**src/rtl/acc_pkg.sv**
```systemverilog
package acc_pkg;
    // register index = printed offset, byte address = index * 4
    localparam logic [2:0] IDX_MAIN_CTRL = 3'h0;
    localparam logic [2:0] IDX_INPUT_SEL = 3'h2;
    localparam logic [2:0] IDX_REF_LEVEL = 3'h4;
    localparam logic [2:0] IDX_IRQ_CTRL = 3'h6;
    localparam logic [2:0] IDX_STATUS = 3'h7;
    localparam int ADDR_LSB = 2;
    // reset values
    localparam logic [7:0] RST_MAIN_CTRL = 8'h00;
    localparam logic [7:0] RST_INPUT_SEL = 8'h00;
    localparam logic [7:0] RST_REF_LEVEL = 8'hff;
    localparam logic [7:0] RST_IRQ_CTRL = 8'h00;
    // main control fields
    localparam int B_ENABLE = 0;
    localparam int B_HYS_LO = 1;
    localparam int B_LOW_POWER = 3;
    localparam int B_EDGE_LO = 4;
    localparam int B_PAD_EN = 6;
    localparam int B_STANDBY_RUN = 7;
    // input select fields
    localparam int B_MINUS_LO = 0;
    localparam int B_PLUS_LO = 3;
    localparam int B_INVERT = 7;
    // irq control and status fields
    localparam int B_IRQ_EN = 0;
    localparam int B_FLAG = 0;
    localparam int B_STATE = 4;
    // edge select codes; code 2'h1 is reserved
    localparam logic [1:0] EDGE_ANY = 2'h0;
    localparam logic [1:0] EDGE_FALL = 2'h2;
    localparam logic [1:0] EDGE_RISE = 2'h3;
    localparam logic [1:0] MINUS_REF_DIV = 2'h3;
    // start-up time, longest wait for a valid output
    localparam int STARTUP_NS = 2500;
    localparam int CLK_PERIOD_PS = 5000;
    localparam int STARTUP_CYC =
        (STARTUP_NS * 1000 + CLK_PERIOD_PS - 1) / CLK_PERIOD_PS;
    localparam int CNT_W = 12;
endpackage : acc_pkg

```
**src/rtl/acc_det_if.sv**
```systemverilog
`timescale 1ns/1ps
`default_nettype none
// carries the synchronised level and the edge hit between the blocks
interface acc_det_if;
    logic ce;
    logic level;
    logic valid;
    logic [1:0] edge_sel;
    logic hit;
    modport syn (input ce, output level);
    modport det (input ce, input level, input valid, input edge_sel,
                 output hit);
    modport ctl (output ce, output valid, output edge_sel,
                 input level, input hit);
endinterface : acc_det_if
`default_nettype wire

```
**src/rtl/acc_sync.sv**
```systemverilog
`timescale 1ns/1ps
`default_nettype none
// two flip-flop synchroniser for the asynchronous comparator level
module acc_sync (
    input wire logic hclk,
    input wire logic hresetn,
    input wire logic async_in,
    acc_det_if.syn dif
);
    logic meta_ff;
    logic sync_ff;

    // only sync_ff reads meta_ff
    always_ff @(posedge hclk or negedge hresetn) begin
        if (!hresetn) begin
            meta_ff <= 1'b0;
            sync_ff <= 1'b0;
        end else if (dif.ce) begin
            meta_ff <= async_in;
            sync_ff <= meta_ff;
        end
    end

    assign dif.level = sync_ff;
endmodule : acc_sync
`default_nettype wire

```
**src/rtl/acc_edge.sv**
```systemverilog
`timescale 1ns/1ps
`default_nettype none
// edge detector on the synchronised, inverted comparator level
module acc_edge
    import acc_pkg::*;
(
    input wire logic hclk,
    input wire logic hresetn,
    acc_det_if.det dif
);
    logic prev_ff;
    logic rise;
    logic fall;

    // prev follows the level even while invalid, so no false edge appears
    // at the moment the start-up wait ends
    always_ff @(posedge hclk or negedge hresetn) begin
        if (!hresetn) begin
            prev_ff <= 1'b0;
        end else if (dif.ce) begin
            prev_ff <= dif.level;
        end
    end

    assign rise = dif.level & ~prev_ff;
    assign fall = ~dif.level & prev_ff;

    // edge select picks the transitions; reserved code gives nothing
    always_comb begin
        case (dif.edge_sel)
            EDGE_ANY: dif.hit = dif.valid & (rise | fall);
            EDGE_FALL: dif.hit = dif.valid & fall;
            EDGE_RISE: dif.hit = dif.valid & rise;
            default: dif.hit = 1'b0;
        endcase
    end
endmodule : acc_edge
`default_nettype wire

```
**src/rtl/acc_top.sv**
```systemverilog
// Function
// - control bit 0 switches comparator on/off
// - output invalid during start-up wait after enable
// - control bits 2:1 select hysteresis level
// - control bit 3 selects low-power mode
// - control bits 5:4 select interrupt edges
// - selected output edge sets the status flag
// - irq while flag and enable both set
// - control bit 6 drives output to pad
// - input select bit 7 inverts output everywhere
// - input select bits 4:3 pick plus pin
// - bits 1:0 pick minus pin or divider
// - result continuously available to software, event, pin
// - export output as asynchronous level event
// - no incoming events are accepted
// - idle sleep keeps everything running normally
// - standby halts unless standby run bit set
// - stopped clock in standby freezes status bits
// - power-down disables comparator and pad output
// - output high when plus exceeds minus
// - status bit 4 shows output, three-cycle lag
// - writing one to flag clears it
// - reference level resets 0xff, sets divider
`timescale 1ns/1ps
`default_nettype none
module acc_top
    import acc_pkg::*;
#(
    parameter int REF_EXTRA_CYC = 100
) (
    input wire logic hclk,
    input wire logic hresetn,
    input wire logic hclk_en,
    // ahb-lite slave
    input wire logic hsel,
    input wire logic [31:0] haddr,
    input wire logic [1:0] htrans,
    input wire logic hwrite,
    input wire logic [2:0] hsize,
    input wire logic [31:0] hwdata,
    input wire logic hready,
    output logic hreadyout,
    output logic hresp,
    output logic [31:0] hrdata,
    // sleep state from the power manager, same clock domain
    input wire logic sleep_idle,
    input wire logic sleep_standby,
    input wire logic sleep_powerdown,
    // analog comparator core
    input wire logic cmp_raw,
    output logic cmp_enable,
    output logic [1:0] hysteresis_select,
    output logic low_power_select,
    output logic [1:0] plus_input_select,
    output logic [1:0] minus_input_select,
    output logic [7:0] ref_divider_level,
    // pad, event and interrupt
    output logic pad_out,
    output logic pad_oe,
    output logic event_out,
    output logic irq
);
    // registers
    logic [7:0] main_control_ff;
    logic [7:0] input_select_control_ff;
    logic [7:0] ref_divider_level_ff;
    logic irq_enable_ff;
    logic flag_ff;
    logic nxt_flag;
    logic state_ff;
    // comparator power and start-up
    logic core_on;
    logic cmp_on_ff;
    logic valid_ff;
    logic [CNT_W-1:0] wait_cnt_ff;
    logic [CNT_W-1:0] wait_limit;
    logic out_level_ff;
    logic pad_oe_ff;
    logic irq_ff;
    logic inv_level;
    // bus
    logic addr_ok;
    logic wr_pend_ff;
    logic [2:0] wr_idx_ff;
    logic [31:0] hrdata_ff;
    logic [31:0] rd_word;
    logic [2:0] rd_idx;
    logic wr_status;

    acc_det_if dif ();

    // word index from byte address; mapped only where a register sits
    function automatic logic acc_mapped(input logic [2:0] idx);
        acc_mapped = (idx == IDX_MAIN_CTRL) || (idx == IDX_INPUT_SEL) ||
                     (idx == IDX_REF_LEVEL) || (idx == IDX_IRQ_CTRL) ||
                     (idx == IDX_STATUS);
    endfunction : acc_mapped

    // --- address phase capture -----------------------------------------
    assign addr_ok = hsel & htrans[1] & hready;
    assign rd_idx = haddr[ADDR_LSB+2:ADDR_LSB];

    always_ff @(posedge hclk or negedge hresetn) begin
        if (!hresetn) begin
            wr_pend_ff <= 1'b0;
            wr_idx_ff <= 3'h0;
        end else if (hclk_en) begin
            wr_pend_ff <= addr_ok & hwrite & acc_mapped(rd_idx);
            wr_idx_ff <= rd_idx;
        end
    end

    // read mux; reserved bits and unmapped words read zero
    always_comb begin
        rd_word = 32'h0000_0000;
        case (rd_idx)
            IDX_MAIN_CTRL: rd_word[7:0] = main_control_ff;
            IDX_INPUT_SEL: begin
                rd_word[B_INVERT] = input_select_control_ff[B_INVERT];
                rd_word[B_PLUS_LO+1:B_PLUS_LO] =
                    input_select_control_ff[B_PLUS_LO+1:B_PLUS_LO];
                rd_word[B_MINUS_LO+1:B_MINUS_LO] =
                    input_select_control_ff[B_MINUS_LO+1:B_MINUS_LO];
            end
            IDX_REF_LEVEL: rd_word[7:0] = ref_divider_level_ff;
            IDX_IRQ_CTRL: rd_word[B_IRQ_EN] = irq_enable_ff;
            IDX_STATUS: begin
                rd_word[B_STATE] = state_ff;
                rd_word[B_FLAG] = flag_ff;
            end
            default: rd_word = 32'h0000_0000;
        endcase
    end

    // read data is sampled in the address phase, stands in the data phase
    always_ff @(posedge hclk or negedge hresetn) begin
        if (!hresetn) begin
            hrdata_ff <= 32'h0000_0000;
        end else if (hclk_en) begin
            if (addr_ok && !hwrite && acc_mapped(rd_idx)) begin
                hrdata_ff <= rd_word;
            end else begin
                hrdata_ff <= 32'h0000_0000;
            end
        end
    end

    // --- register writes in the data phase --------------------------------
    always_ff @(posedge hclk or negedge hresetn) begin
        if (!hresetn) begin
            main_control_ff <= RST_MAIN_CTRL;
        end else if (hclk_en && wr_pend_ff && wr_idx_ff == IDX_MAIN_CTRL) begin
            main_control_ff <= hwdata[7:0];
        end
    end

    always_ff @(posedge hclk or negedge hresetn) begin
        if (!hresetn) begin
            input_select_control_ff <= RST_INPUT_SEL;
        end else if (hclk_en && wr_pend_ff && wr_idx_ff == IDX_INPUT_SEL) begin
            // bits 6:5 and 2 are reserved and stay zero
            input_select_control_ff <= hwdata[7:0] & 8'h9b;
        end
    end

    always_ff @(posedge hclk or negedge hresetn) begin
        if (!hresetn) begin
            ref_divider_level_ff <= RST_REF_LEVEL;
        end else if (hclk_en && wr_pend_ff && wr_idx_ff == IDX_REF_LEVEL) begin
            ref_divider_level_ff <= hwdata[7:0];
        end
    end

    always_ff @(posedge hclk or negedge hresetn) begin
        if (!hresetn) begin
            irq_enable_ff <= RST_IRQ_CTRL[B_IRQ_EN];
        end else if (hclk_en && wr_pend_ff && wr_idx_ff == IDX_IRQ_CTRL) begin
            irq_enable_ff <= hwdata[B_IRQ_EN];
        end
    end

    // --- sleep gating and comparator power --------------------------------
    // idle sleep changes nothing; standby needs standby_run; power-down
    // always wins
    assign core_on = main_control_ff[B_ENABLE] & ~sleep_powerdown &
                     ~(sleep_standby & ~main_control_ff[B_STANDBY_RUN]);

    always_ff @(posedge hclk or negedge hresetn) begin
        if (!hresetn) begin
            cmp_on_ff <= 1'b0;
            pad_oe_ff <= 1'b0;
        end else if (hclk_en) begin
            cmp_on_ff <= core_on;
            pad_oe_ff <= core_on & main_control_ff[B_PAD_EN];
        end
    end

    // --- start-up wait ----------------------------------------------------
    // the divider reference settles slower, so it gets an extra wait
    assign wait_limit = (input_select_control_ff[B_MINUS_LO+1:B_MINUS_LO]
                         == MINUS_REF_DIV) ?
                        CNT_W'(STARTUP_CYC + REF_EXTRA_CYC) :
                        CNT_W'(STARTUP_CYC);

    always_ff @(posedge hclk or negedge hresetn) begin
        if (!hresetn) begin
            wait_cnt_ff <= '0;
            valid_ff <= 1'b0;
        end else if (hclk_en) begin
            if (!cmp_on_ff) begin
                wait_cnt_ff <= '0;
                valid_ff <= 1'b0;
            end else if (!valid_ff) begin
                wait_cnt_ff <= wait_cnt_ff + CNT_W'(1);
                valid_ff <= (wait_cnt_ff == wait_limit - CNT_W'(1));
            end
        end
    end

    // --- output level path ------------------------------------------------
    // the core drives cmp_raw high when plus exceeds minus; inversion is
    // applied once here so every consumer sees the same polarity
    assign inv_level = cmp_raw ^ input_select_control_ff[B_INVERT];

    // pad and event stay combinational so they keep working while the
    // clock is stopped in standby
    assign pad_out = inv_level & pad_oe_ff;
    assign event_out = inv_level & cmp_on_ff;

    assign dif.ce = hclk_en;
    assign dif.valid = valid_ff;
    assign dif.edge_sel = main_control_ff[B_EDGE_LO+1:B_EDGE_LO];

    acc_sync u_sync (
        .hclk(hclk),
        .hresetn(hresetn),
        .async_in(inv_level),
        .dif(dif)
    );

    acc_edge u_edge (
        .hclk(hclk),
        .hresetn(hresetn),
        .dif(dif)
    );

    // third stage after the synchroniser gives the three-cycle lag
    always_ff @(posedge hclk or negedge hresetn) begin
        if (!hresetn) begin
            state_ff <= 1'b0;
        end else if (hclk_en) begin
            state_ff <= dif.level & valid_ff;
        end
    end

    // --- interrupt flag ---------------------------------------------------
    // an edge in the clearing cycle wins over the clear
    assign wr_status = wr_pend_ff && (wr_idx_ff == IDX_STATUS);

    always_comb begin
        nxt_flag = flag_ff;
        if (dif.hit) begin
            nxt_flag = 1'b1;
        end else if (wr_status && hwdata[B_FLAG]) begin
            nxt_flag = 1'b0;
        end
    end

    // a stopped clock holds the flag and state as they are
    always_ff @(posedge hclk or negedge hresetn) begin
        if (!hresetn) begin
            flag_ff <= 1'b0;
            irq_ff <= 1'b0;
        end else if (hclk_en) begin
            flag_ff <= nxt_flag;
            irq_ff <= nxt_flag & irq_enable_ff;
        end
    end

    // --- outputs ----------------------------------------------------------
    // this block has no event input port at all
    assign cmp_enable = cmp_on_ff;
    assign hysteresis_select = main_control_ff[B_HYS_LO+1:B_HYS_LO];
    assign low_power_select = main_control_ff[B_LOW_POWER];
    assign plus_input_select =
        input_select_control_ff[B_PLUS_LO+1:B_PLUS_LO];
    assign minus_input_select =
        input_select_control_ff[B_MINUS_LO+1:B_MINUS_LO];
    assign ref_divider_level = ref_divider_level_ff;
    assign pad_oe = pad_oe_ff;
    assign irq = irq_ff;
    assign hrdata = hrdata_ff;
    // zero wait states, always okay
    assign hreadyout = 1'b1;
    assign hresp = 1'b0;

endmodule : acc_top
`default_nettype wire

```
**config.mk**
```make
export PLATFORM = sky130hd
export DESIGN_NAME = acc_top
export DESIGN_NICKNAME = d
export VERILOG_FILES = /design/src/rtl/acc_pkg.sv /design/src/rtl/acc_det_if.sv /design/src/rtl/acc_sync.sv /design/src/rtl/acc_edge.sv /design/src/rtl/acc_top.sv
export SDC_FILE = /design/constraint.sdc
export NUM_CORES = 1
export LEC_CHECK = 0
export ABC_AREA = 1
export BUFFER_PORTS_ARGS = -buffer_cell sky130_fd_sc_hd__buf_2
export CELL_PAD_IN_SITES_DETAIL_PLACEMENT = 2
export CELL_PAD_IN_SITES_GLOBAL_PLACEMENT = 2
export CORE_MARGIN = 4
export CORE_UTILIZATION = 27
export DETAILED_ROUTE_END_ITERATION = 7
export PLACE_DENSITY_LB_ADDON = 0.1
export REMOVE_ABC_BUFFERS = 1
export SETUP_SLACK_MARGIN = 0.05
export SYNTH_ARGS = -nofsm -noshare
export SYNTH_HDL_FRONTEND = slang
export SYNTH_SLANG_ARGS = --single-unit
```
**constraint.sdc**
```tcl
create_clock -name hclk -period 3.48 [get_ports hclk]
set_clock_uncertainty 0.15 [all_clocks]
set_input_delay 0.696 -clock hclk [delete_from_list [all_inputs] [get_ports hclk]]
set_output_delay 0.696 -clock hclk [all_outputs]
set_load 0.02 [all_outputs]
```
# Yosys cells after proc, flatten, opt, wreduce, memory -nomap -nowiden
# Index checks and enable logic that the tools add are counted.
totals:
  out_inout_bits: 54
  reg_bits: 79
  inputBits: 79
  mem_bits_rw: 0
  latchBits: 0
  memories: 0
  elab_cells: 90
  rom_bits: 0
op_classes:
  n_eq_ne: 13
  reduce_logical: 18
  shifts: 0
  n_mul: 0
  n_mux: 16
  bitwise_logic: 24
  order_cmp: 0
  div: 0
  addsub: 2
op_table:
  columns: ["operator", "count"]
  rows:
  - ["two-way mux 12 bit", 2]
  - ["equality test 3 bit, second input constant", 6]
  - ["bitwise AND 1 bit", 17]
  - ["adder 12 x 1 -> 12 bit, second input constant", 1]
  - ["equality test 12 bit", 1]
  - ["case mux 1 bit (3 select lines)", 4]
  - ["subtractor 10 x 1 -> 11 bit, second input constant", 1]
  - ["two-way mux 10 bit", 1]
  - ["logical AND 1 bit", 9]
  - ["two-way mux 8 bit", 1]
  - ["equality test 2 bit, second input constant", 3]
  - ["equality test 3 x 2 -> 1 bit, second input constant", 2]
  - ["zero test 3 bit", 2]
  - ["NOT 1 bit", 5]
  - ["case mux 1 bit (5 select lines)", 1]
  - ["logical OR 1 bit", 4]
  - ["two-way mux 1 bit", 4]
  - ["case mux 1 bit (4 select lines)", 1]
  - ["case mux 2 bit (2 select lines)", 1]
  - ["zero test 2 bit", 1]
  - ["inequality test 2 bit, second input constant", 1]
  - ["case mux 1 bit (2 select lines)", 1]
  - ["AND reduction 2 bit", 1]
  - ["zero test 1 bit", 1]
  - ["2 further kinds", 2]

# Logic depth before layout (Yosys ltp)
# Gate-level depths: netlist of the first run.
logic_depth:
  word_depth: 7
  ltp_mapped: 8
  mapped_depth_nobuf: 8

# Modules after synthesis
# A second synthesis of the first run with hierarchy kept.
hier_totals:
  cells_unflattened: 368
  hier_area_um2: 3070.4
modules_own_cells:
  columns: ["module", "cells_each", "n_inst", "seq_area_each_um2", "area_per_inst_um2"]
  rows:
  - ["acc_top", 343, 1, 1311.3, 2886.5]
  - ["acc_edge", 16, 1, 25.0, 107.6]
  - ["acc_sync", 9, 1, 50.0, 76.3]

# Worst setup path before layout of the first run
# No wires, ideal clock.
synth_path:
  kind: "input-to-output"
  from: "input cmp_raw"
  to: "output event_out"
  n_path_buf: 0
  path_stages: 2
  required_time_ns: 2.634
  arrival_time_ns: 1.116
  setup_slack_ns: 1.518
  cell_sequence: "xnor2_1 nor2_1"
synth_via:
  elab_chain_cells: 2
synth_rtl:
  columns: ["item", "line_no", "source"]
  rows:
  - ["start: declaration", "acc_top.sv:50", "input wire logic cmp_raw,"]
  - ["XOR 1 bit", "acc_top.sv:223", "assign inv_level = cmp_raw ^ input_select_control_ff[B_INVERT];"]
  - ["bitwise AND 1 bit", "acc_top.sv:228", "assign event_out = inv_level & cmp_on_ff;"]
  - ["end: declaration", "acc_top.sv:60", "output logic event_out,"]
# Every way passes these cells.

# Worst setup path after layout of the first run
layout_path:
  from: "input cmp_raw"
  to: "output pad_out"
layout_via:
  elab_chain_cells: 2
layout_rtl:
  columns: ["item", "line_no", "source"]
  rows:
  - ["XOR 1 bit", "acc_top.sv:223", null]
  - ["bitwise AND 1 bit", "acc_top.sv:227", "assign pad_out = inv_level & pad_oe_ff;"]
  - ["end: declaration", "acc_top.sv:58", "output logic pad_out,"]
# Every way passes these cells.

==> metrics.cfg, run 1 <==
[global_routing]
grt_pass1_vias = 2632
grt_pass1_wl_um = 13700
grt_overflow = 0
antenna_found_initial = 1
gr-usage-all-layers = 0.136
grt_max_degree = 56

[sta]
max_freq_mhz = 458
period_needed_ps = 2190
tns_ps = 0
rsz0062_at_grt = no
hold_viol_final = 0
drv_slew = 0
setup_viol = 0
slew_headroom = 0.515
finalCritPeriodShare = 0.628
max_slew.worst_pin.slew_ps = 727

[synth]
yosys_warnings = 0
synthTopCellsByCount = 113 x nand2_1, 47 x dfrtp_1, 37 x inv_1
synthArstFlopShare = 1.00
ys_seq_area_frac = 0.475
netlist_area_mm2 = 0.00292
synth_edf_count = 0
synth_top_flop_cell = dfrtp_1
synthTopCellsByArea = dfrtp_1 40%, nand2_1 15%, buf_4 8.5%
synth_most_common_cell = nand2_1
syn_area_per_cell_um2 = 7.94
synth_area_leader_cell = dfrtp_1
synth_cell_type_count = 31
syn_inst = 368
synth_top_area_frac = 0.403
synth-seq-cells = 55

[power_and_ir_drop]
vdd.ir_drop.worst_v = 0.000155
p_clk_frac = 0.289
switching_power_uw = 394
powerDensity_mw_per_mm2 = 392
power_switching_share = 0.310
p_int_uw = 879
leakagePower_uw = 0.00164
p_seq_frac = 0.561
combPwrFrac = 0.150

[place]
numPortBuffers = 48
place.detailed.hpwl_um = 6270
dpl.cell_count = 540
gp_congestion = 0.706

[layout]
final_nets = 493
drive_gt1_frac = 0.199
antenna_cells = 0
fin_util = 0.311
synthToLayoutAreaGrowth_pct = 11.0
fin_cells = 548
fill_cells = 1246

[setup_path]
cp-start-kind = primary input
slowest_stage = xnor2_1
max_stage_delay_ps = 260
required_ps = 2630
cp_max_fo = 3
path_cells = buf_2 > xnor2_1 > nor2_1 > buf_2
cp.arrival_ps = 1340
critPathCaptureType = output port
crit_type = in2out
crit_top_cell = buf_2

[drt]
totalWireLength_um = 8290
vias_per_cell = 4.49
num_vias = 2463
wl_per_cell_um = 15.1
drt-initial-drc-count = 62
firstDrtPassIters = 4
antenna_left = 0
drc = 0

[floorplanning]
ios = 133
rows = 37
die_area_mm2 = 0.0125
die_width_um = 112
core_mm2 = 0.0104
start_util = 0.280
die_h_um = 112

[clocking]
cts_tree = built
cts_sinks = 55
clockBufferDepth = 2
cts.clk_slew.worst_paths_ps = 100
clock_latency_ps = 310
numCtsBuffers = 5
cts_resized = 0
hold_buffers = 0
postCtsSetupBuffers = 0
clock-root-buffer = clkbuf_8
htree_levels = 2

[flow_run]
drv_cap = 0

[min_path]
hold_class = reg2reg

[run_status]
status = completed

-- cell families (layout without fill, tap and decap cells) --
group	count (synthesis)	in the layout	share of synthesized area
DFF	55	55	0.475
other	2	26	0.00257
buffers and inverters	79	99	0.147
adders and majority gates	3	3	0.0128
and+or+nand+nor	169	169	0.255
xor gates and xnor gates	1	1	0.00300
AOI/OAI and AO/OA	59	59	0.104
-- placed cells by master (no fill, tap or decap), types with 3 or more instances in the layout --
master    count
nor2_4        4
inv_2         4
clkbuf_8      5
nand2_2       3
conb_1       26
ha_1          3
nor2_1       20
o21ai_1      25
buf_2        48
dfstp_2       8
nand2_1     113
o21ai_0      19
dfrtp_1      47
nand3_1      18
a21oi_1      10
inv_1        37
-- layout make-up --
cell class / instances / area [um^2] / share of cell area
timing repair buffer: 49 / 248 / 0.0764
clock buffer: 6 / 72.6 / 0.0224
inverter: 42 / 158 / 0.0486
sequential: 55 / 1390 / 0.427
tap: 136 / 170 / 0.0525
multi-input combinational: 258 / 1190 / 0.368
clock inverter: 2 / 13.8 / 0.00424
-- worst max-delay path: cells and delay by family --
kind / cells / cell delay (ps)
and+or+nand+nor: 1 / 100
xor gates and xnor gates: 1 / 260
buffers and inverters: 2 / 280
-- power by group through the flow --
stage	clock network (uW)	logic (uW)	registers [uW]
2_1_floorplan	0	95.7	742
3_3_place_gp	0	190	727
3_5_place_dp	0	195	727
4_1_cts	384	196	716
5_1_grt	413	219	722
6_report	368	190	714
-- metal layers --
layer / GRT usage / vias up / part of all wire
met3: 0.0318 / 8 / 0.045
met2: 0.224 / 58 / 0.47
li1: - / 1183 / -
met5: 0 / - / 0.0016
met4: 0.0240 / 2 / 0.0076
met1: 0.184 / 1212 / 0.48
-- metrics by stage --
stage | area (um^2) | total power, uW | worst slack [ps] | hold slack (ps)
floorplan | 2740 | 837 | 1520 | 250
global placement | 3160 | 917 | 1230 | 310
detailed placement | 3160 | 922 | 1200 | 318
CTS | 3240 | 1300 | 1290 | 346
global route | 3240 | 1350 | 1230 | 363
finish | 3240 | 1270 | 1290 | 335
-- worst paths after layout --
| kind | endpoint | slack (ps) | depth (start not counted) | start |
|---|---|---|---|---|
| hold / removal | hrdata[4] | 340 | 2 | hrdata[4] |
| max in group asynchronous | main_control_ff[1] | 2340 | 2 | hresetn |
| min in group asynchronous | wait_cnt_ff[8] | 370 | 2 | hresetn |
| setup / recovery | pad_out | 1290 | 4 | cmp_raw |
| setup reg to reg | wait_cnt_ff[8] | 1930 | 6 | wait_cnt_ff[0] |
| hold reg to reg | hrdata[4] | 340 | 2 | hrdata[4] |
-- registers in the layout (all words and copies together) (netlist names) --
| register | cells |
|---|---|
| u_sync.dif.level | 1 |
| main_control_ff | 8 |
| pad_oe | 1 |
| cmp_enable | 1 |
| wr_pend_ff | 1 |
| wait_cnt_ff | 12 |
| irq_enable_ff | 1 |
| input_select_control_ff | 5 |
| irq | 1 |
| dif.valid | 1 |
| state_ff | 1 |
| u_edge.prev_ff | 1 |
| u_sync.meta_ff | 1 |
| wr_idx_ff | 3 |
| hrdata | 8 |
| ref_divider_level | 8 |
| flag_ff | 1 |
Note: power is estimated with default switching activity, not from simulation.
==> run 2, diff against run 1 <==
--- a/config.mk
+++ b/config.mk
@@ -10,7 +10,7 @@
 export CELL_PAD_IN_SITES_DETAIL_PLACEMENT = 2
 export CELL_PAD_IN_SITES_GLOBAL_PLACEMENT = 2
 export CORE_MARGIN = 4
-export CORE_UTILIZATION = 27
+export CORE_UTILIZATION = 25
 export DETAILED_ROUTE_END_ITERATION = 7
 export PLACE_DENSITY_LB_ADDON = 0.1
 export REMOVE_ABC_BUFFERS = 1
==> constraint.sdc (replaced) <==
create_clock -name hclk -period 2.17 [get_ports hclk]
set_clock_uncertainty 0.15 [all_clocks]
set_input_delay 0.434 -clock hclk [delete_from_list [all_inputs] [get_ports hclk]]
set_output_delay 0.434 -clock hclk [all_outputs]
set_load 0.02 [all_outputs]
==> run 2 against run 1 <==
Effect of this change: clock power is 140% higher; critical endpoint unchanged; cell count rose by 2.4%; sequential power up 60%; largest cell class unchanged; worst hold slack worse by 130 ps; power rose by 84%; global-route usage down 0.14 points; wire length up 1.8%; first-iteration DRC count increased by 6.5%; non-clock buffer count increased by 6; die area increased by 7.4%.
==> metrics.cfg, run 2 (same netlist as run 1, synthesis figures left out) <==
[global_routing]
grt_pass1_vias = 2666
grt_pass1_wl_um = 13800
antenna_found_initial = 0
gr-usage-all-layers = 0.134
grt_max_degree = 56
grt_overflow = 0

[clocking]
clock-root-buffer = clkbuf_16
clock_latency_ps = 310
cts.clk_slew.worst_paths_ps = 80
numCtsBuffers = 5
cts_tree = built
postCtsSetupBuffers = 0
cts_sinks = 55
clockBufferDepth = 2
htree_levels = 2

[sta]
drv_slew = 0
finalCritPeriodShare = 0.856
period_needed_ps = 1860
hold_viol_final = 0
tns_ps = 0
max_freq_mhz = 538
rsz0062_at_grt = no
worst_hold_slack_ps = 201
setup_viol = 0

[power_and_ir_drop]
p_clk_frac = 0.376
p_seq_frac = 0.489
combPwrFrac = 0.136
powerDensity_mw_per_mm2 = 693
power_switching_share = 0.292
p_int_uw = 1660
leakagePower_uw = 0.00171
switching_power_uw = 684
power_uw = 2340
vdd.ir_drop.worst_v = 0.000291

[flow_run]
drv_cap = 0

[place]
gp_congestion = 0.744
postPlaceCellArea_mm2 = 0.00322
place.detailed.hpwl_um = 6460
numPortBuffers = 48

[drt]
drt-initial-drc-count = 66
totalWireLength_um = 8440
antenna_left = 0
wl_per_cell_um = 15.0
dr.max_layer_used = met4
wl_met2_um = 4150
vias_per_cell = 4.32
firstDrtPassIters = 4
dr_wl_met3_um = 295
wl_met1_um = 3860
drc = 0
num_vias = 2422

[setup_path]
critPathCaptureType = output port
r2r_setup_slack_ps = 660
cp.arrival_ps = 1270
cp_max_fo = 3
slowest_stage = dfrtp_1
crit_start = input_select_control_ff[7]
cp-start-kind = flop
rr_startpoint = wait_cnt_ff[1]
r2r-end = wait_cnt_ff[8]
r2r_cells = 6
max_stage_delay_ps = 420
required_ps = 1590
critical_path.endpoint = pad_out
crit_type = reg2out
path_cells = xnor2_1 > nor2_1 > buf_2

[layout]
largest_reg_flops = 12
fin_area_mm2 = 0.00338
regArea_mm2 = 0.00139
final_nets = 499
antenna_cells = 0
multi_input_area_mm2 = 0.00119
final_common_cell = nand2_1
drive_gt1_frac = 0.211
final_cell_mix = 113 x nand2_1, 48 x buf_2, 47 x dfrtp_1
fill_cells = 1356
largest_register = wait_cnt_ff
synthToLayoutAreaGrowth_pct = 15.8

[floorplanning]
die_width_um = 116
die_h_um = 116
start_util = 0.256
core_mm2 = 0.0114
rows = 39
ios = 133
die_area_mm2 = 0.0135

[min_path]
hold_class = in2reg

[run_status]
status = completed

## run 2: cell count changes in the layout (fill, tap and decap cells not counted), sizes merged
cell	change
buf	+5
clkinv	-2
inv	+2
dlygate4sd3	+1
## run 2: how the worst min path moves through the flow
stage                     slack, ps  cells after the start            from                    to
after global routing            190                      3       hwdata[2]  ref_divider_level[2]
after floorplan                 -10                      0         hresetn            cmp_enable
after CTS                       190                      3       hwdata[2]  ref_divider_level[2]
after global placement          310                      2  u_sync.meta_ff      u_sync.dif.level
final                           200                      3       hwdata[2]  ref_divider_level[2]
after detailed placement        310                      2       hrdata[2]             hrdata[2]
## run 2: worst max-delay path: cells and delay by family (launching register included)
family / cells / cell delay (ps)
and+or+nand+nor: 1 / 80
buffers and inverters: 1 / 170
DFF: 1 / 420
xor gates and xnor gates: 1 / 300
## run 2: area by class of cell
type	instances	area share
Multi-Input combinational cell	258	0.353
Tap cell	143	0.0529
Inverter	42	0.0466
Timing Repair Buffer	55	0.0910
Sequential cell	55	0.410
Clock buffer	6	0.0411
Clock inverter	2	0.00518
## run 2: through the flow
stage / setup WS, ps / util / std cells
5_1_grt: 194 / 0.296 / 561
3_5_place_dp: 316 / 0.282 / 552
3_3_place_gp: 369 / 0.282 / 552
4_1_cts: 252 / 0.296 / 561
6_report: 313 / 0.296 / 561
2_1_floorplan: 706 / - / 355
## run 2: timing repair
item                      in CTS  in global routing
hold endpoints to repair      47                  0
gates resized for setup        0                  0
hold buffers                   1                  0
## run 2: layer usage
| metal | global-route usage | vias up |
|---|---|---|
| met5 | 0 | - |
| met4 | 0.0487 | 0 |
| met3 | 0.0285 | 9 |
| met2 | 0.225 | 39 |
| met1 | 0.171 | 1173 |
| li1 | - | 1201 |
## run 2: power by group through the flow
stage | Sequential, uW | Combinational (uW) | Clock, uW
final | 1140 | 318 | 880
after global routing | 1160 | 362 | 967
after CTS | 1150 | 327 | 935
after detailed placement | 1170 | 325 | 0
after global placement | 1160 | 316 | 0
after floorplan | 1190 | 153 | 0
==> run 3, diff against run 2 <==
--- a/config.mk
+++ b/config.mk
@@ -5,12 +5,13 @@
 export SDC_FILE = /design/constraint.sdc
 export NUM_CORES = 1
 export LEC_CHECK = 0
-export ABC_AREA = 1
+export ABC_AREA = 0
 export BUFFER_PORTS_ARGS = -buffer_cell sky130_fd_sc_hd__buf_2
+export CAP_MARGIN = 20
 export CELL_PAD_IN_SITES_DETAIL_PLACEMENT = 2
 export CELL_PAD_IN_SITES_GLOBAL_PLACEMENT = 2
 export CORE_MARGIN = 4
-export CORE_UTILIZATION = 25
+export CORE_UTILIZATION = 27
 export DETAILED_ROUTE_END_ITERATION = 7
 export PLACE_DENSITY_LB_ADDON = 0.1
 export REMOVE_ABC_BUFFERS = 1
==> run 3 against run 2 <==
Effect of this change: sequential share of layout area is 0.91 points higher; wire length fell by 13%; synthesized cell count down 24%; cell count fell by 17%; worst hold slack improved by 10 ps; critical endpoint unchanged; global-route usage fell by 0.98 points; non-clock buffer count grew 4; first-iteration DRC count fell by 17%; highest routed layer unchanged; final area down 2.2%.
==> metrics.cfg, run 3 <==
[drt]
firstDrtPassIters = 4
totalWireLength_um = 7380
wl_per_cell_um = 15.9
drt-initial-drc-count = 55
num_vias = 2110
drc = 0
antenna_left = 0
vias_per_cell = 4.56

[power_and_ir_drop]
p_clk_frac = 0.329
power_uw = 2180
p_int_uw = 1560
p_seq_frac = 0.526
combPwrFrac = 0.145
powerDensity_mw_per_mm2 = 659
vdd.ir_drop.worst_v = 0.000281
power_switching_share = 0.283
switching_power_uw = 617
leakagePower_uw = 0.00155

[clocking]
cts.clk_slew.worst_paths_ps = 110
htree_levels = 2
clock-root-buffer = clkbuf_8
clock_latency_ps = 310
numCtsBuffers = 5
clockBufferDepth = 2
postCtsSetupBuffers = 0
cts_tree = built
cts_sinks = 55

[flow_run]
drv_cap = 0

[synth]
syn_area_per_cell_um2 = 10.3
synth_xor_area_frac = 0.0272
synth_top_family_by_area = multiplexers
synth_most_common_cell = dfrtp_1
syn_inst = 280
synthTopCellsByCount = 47 x dfrtp_1, 32 x buf_4, 25 x mux2_2
synth_compound_gate_area_share = 0.0794
synthTopCellsByArea = dfrtp_1 41%, mux2_2 9.7%, buf_4 8.3%
synth_top_flop_cell = dfrtp_1
synth_cell_type_count = 42
synth_edf_count = 0
synth_fa_ha_area_frac = 0.0130
synth_top_area_frac = 0.406
yosys_warnings = 0
netlist_area_mm2 = 0.00290
synth_area_leader_cell = dfrtp_1
muxShareOfSynthArea = 0.139
synthArstFlopShare = 1.00
synth-seq-cells = 55
ys_seq_area_frac = 0.478
yosys.area_share.simple = 0.132

[global_routing]
grt_max_degree = 56
grt_pass1_wl_um = 12500
grt_overflow = 0
gr-usage-all-layers = 0.124
grt_pass1_vias = 2248
antenna_found_initial = 0

[layout]
largest_reg_flops = 12
fin_util = 0.319
final_common_cell = buf_2
final_cell_mix = 48 x buf_2, 47 x dfrtp_1, 26 x conb_1
fill_cells = 1174
multi_input_area_mm2 = 0.00123
final_nets = 408
synthToLayoutAreaGrowth_pct = 14.2
regArea_mm2 = 0.00139
drive_gt1_frac = 0.318
largest_register = wait_cnt_ff
antenna_cells = 0

[sta]
rsz0062_at_grt = no
period_needed_ps = 1930
setup_viol = 0
hold_viol_final = 0
tns_ps = 0
slew_headroom = 0.622
drv_slew = 0
max_slew.worst_pin.slew_ps = 565
finalCritPeriodShare = 0.887
max_freq_mhz = 519

[floorplanning]
die_width_um = 112
rows = 37
die_h_um = 112
core_mm2 = 0.0104
die_area_mm2 = 0.0125
ios = 133
start_util = 0.279

[setup_path]
slowest_stage = dfrtp_1
crit_buf_inv = 2
cpLargestDelayFamily = flip-flops
path_cells = xor2_1 > buf_4 > and2_1 > buf_2
critPathCaptureType = output port
max_stage_delay_ps = 420
cp_max_fo = 3
cp.arrival_ps = 1340
crit_type = reg2out
required_ps = 1590
cp-start-kind = flop

[place]
numPortBuffers = 48
gp_congestion = 0.689
place.detailed.hpwl_um = 5510

[min_path]
hold_class = in2reg

[run_status]
status = completed

-- run 3: changes by cell type after synthesis, sizes merged, moves of 4 or more --
cell	previous run	this run
nand2	117	16
o21ai	45	13
mux2	0	25
inv	41	19
mux2i	0	12
nand3	18	7
nor2	26	17
o22ai	1	9
xnor2	1	8
clkbuf	1	7
nor4	0	5
nor2b	0	4
-- run 3: metrics by stage --
stage / std cells / worst slack [ps] / instance area (um^2) / hold WS (ps)
detailed placement: 454 / 23.3 / 3180 / 322
global route: 463 / 123 / 3310 / 198
finish: 463 / 245 / 3310 / 211
floorplan: 260 / 574 / 2690 / -11.6
global placement: 454 / 89.1 / 3180 / 316
CTS: 463 / 210 / 3310 / 196
-- run 3: worst reg2reg max path, stage by stage (launching register included) --
cell and delay [ps]:
dfrtp_1 500, a21bo_1 360, nor4_1 400, xnor2_1 170, nor2_1 50
-- run 3: final timing paths --
check | startpoint | to | slack [ps] | depth (start not counted)
min in group asynchronous | hresetn | main_control_ff[3] | 520 | 3
worst max register to register | dif.valid | wait_cnt_ff[11] | 430 | 4
worst min-delay path | hwdata[2] | main_control_ff[2] | 210 | 2
max in group asynchronous | hresetn | ref_divider_level[1] | 1060 | 3
worst max-delay path | input_select_control_ff[7] | pad_out | 240 | 4
worst min register to register | u_sync.meta_ff | u_sync.dif.level | 350 | 2
-- run 3: routing by layer --
metal  share of wire  GRT usage  up-vias
met5               0          0        -
met4          0.0079     0.0268        0
met3           0.035     0.0207        4
met2            0.47      0.203       51
met1            0.49      0.174     1065
li1                -          -      990
-- run 3: cell type report --
type / instances / area share
Clock inverter: 3 / 0.0140
Inverter: 19 / 0.0216
Tap cell: 136 / 0.0514
Sequential cell: 55 / 0.419
Clock buffer: 5 / 0.0208
Multi-Input combinational cell: 186 / 0.371
Timing Repair Buffer: 59 / 0.102
-- run 3: logic make-up after synthesis --
kind of cell,after synthesis
AO/OA/AOI/OAI,38
other,2
AND/OR/NAND/NOR,73
flip-flops,55
XOR/XNOR,9
adder cells (fa/ha/maj),3
buffers and inverters,63
multiplexers,37
-- run 3: power by group through the flow --
| stage | sequential (uW) | combinational [uW] | clock (uW) |
|---|---|---|---|
| after floorplan | 1190 | 144 | 0 |
| after global placement | 1170 | 319 | 0 |
| after detailed placement | 1170 | 323 | 0 |
| after CTS | 1150 | 324 | 762 |
| after global routing | 1160 | 353 | 801 |
| final | 1150 | 316 | 716 |
-- run 3: repair_timing --
item	in CTS	in global routing
resized for setup	0	0
endpoints found under the hold margin	47	0
hold buffers	1	0
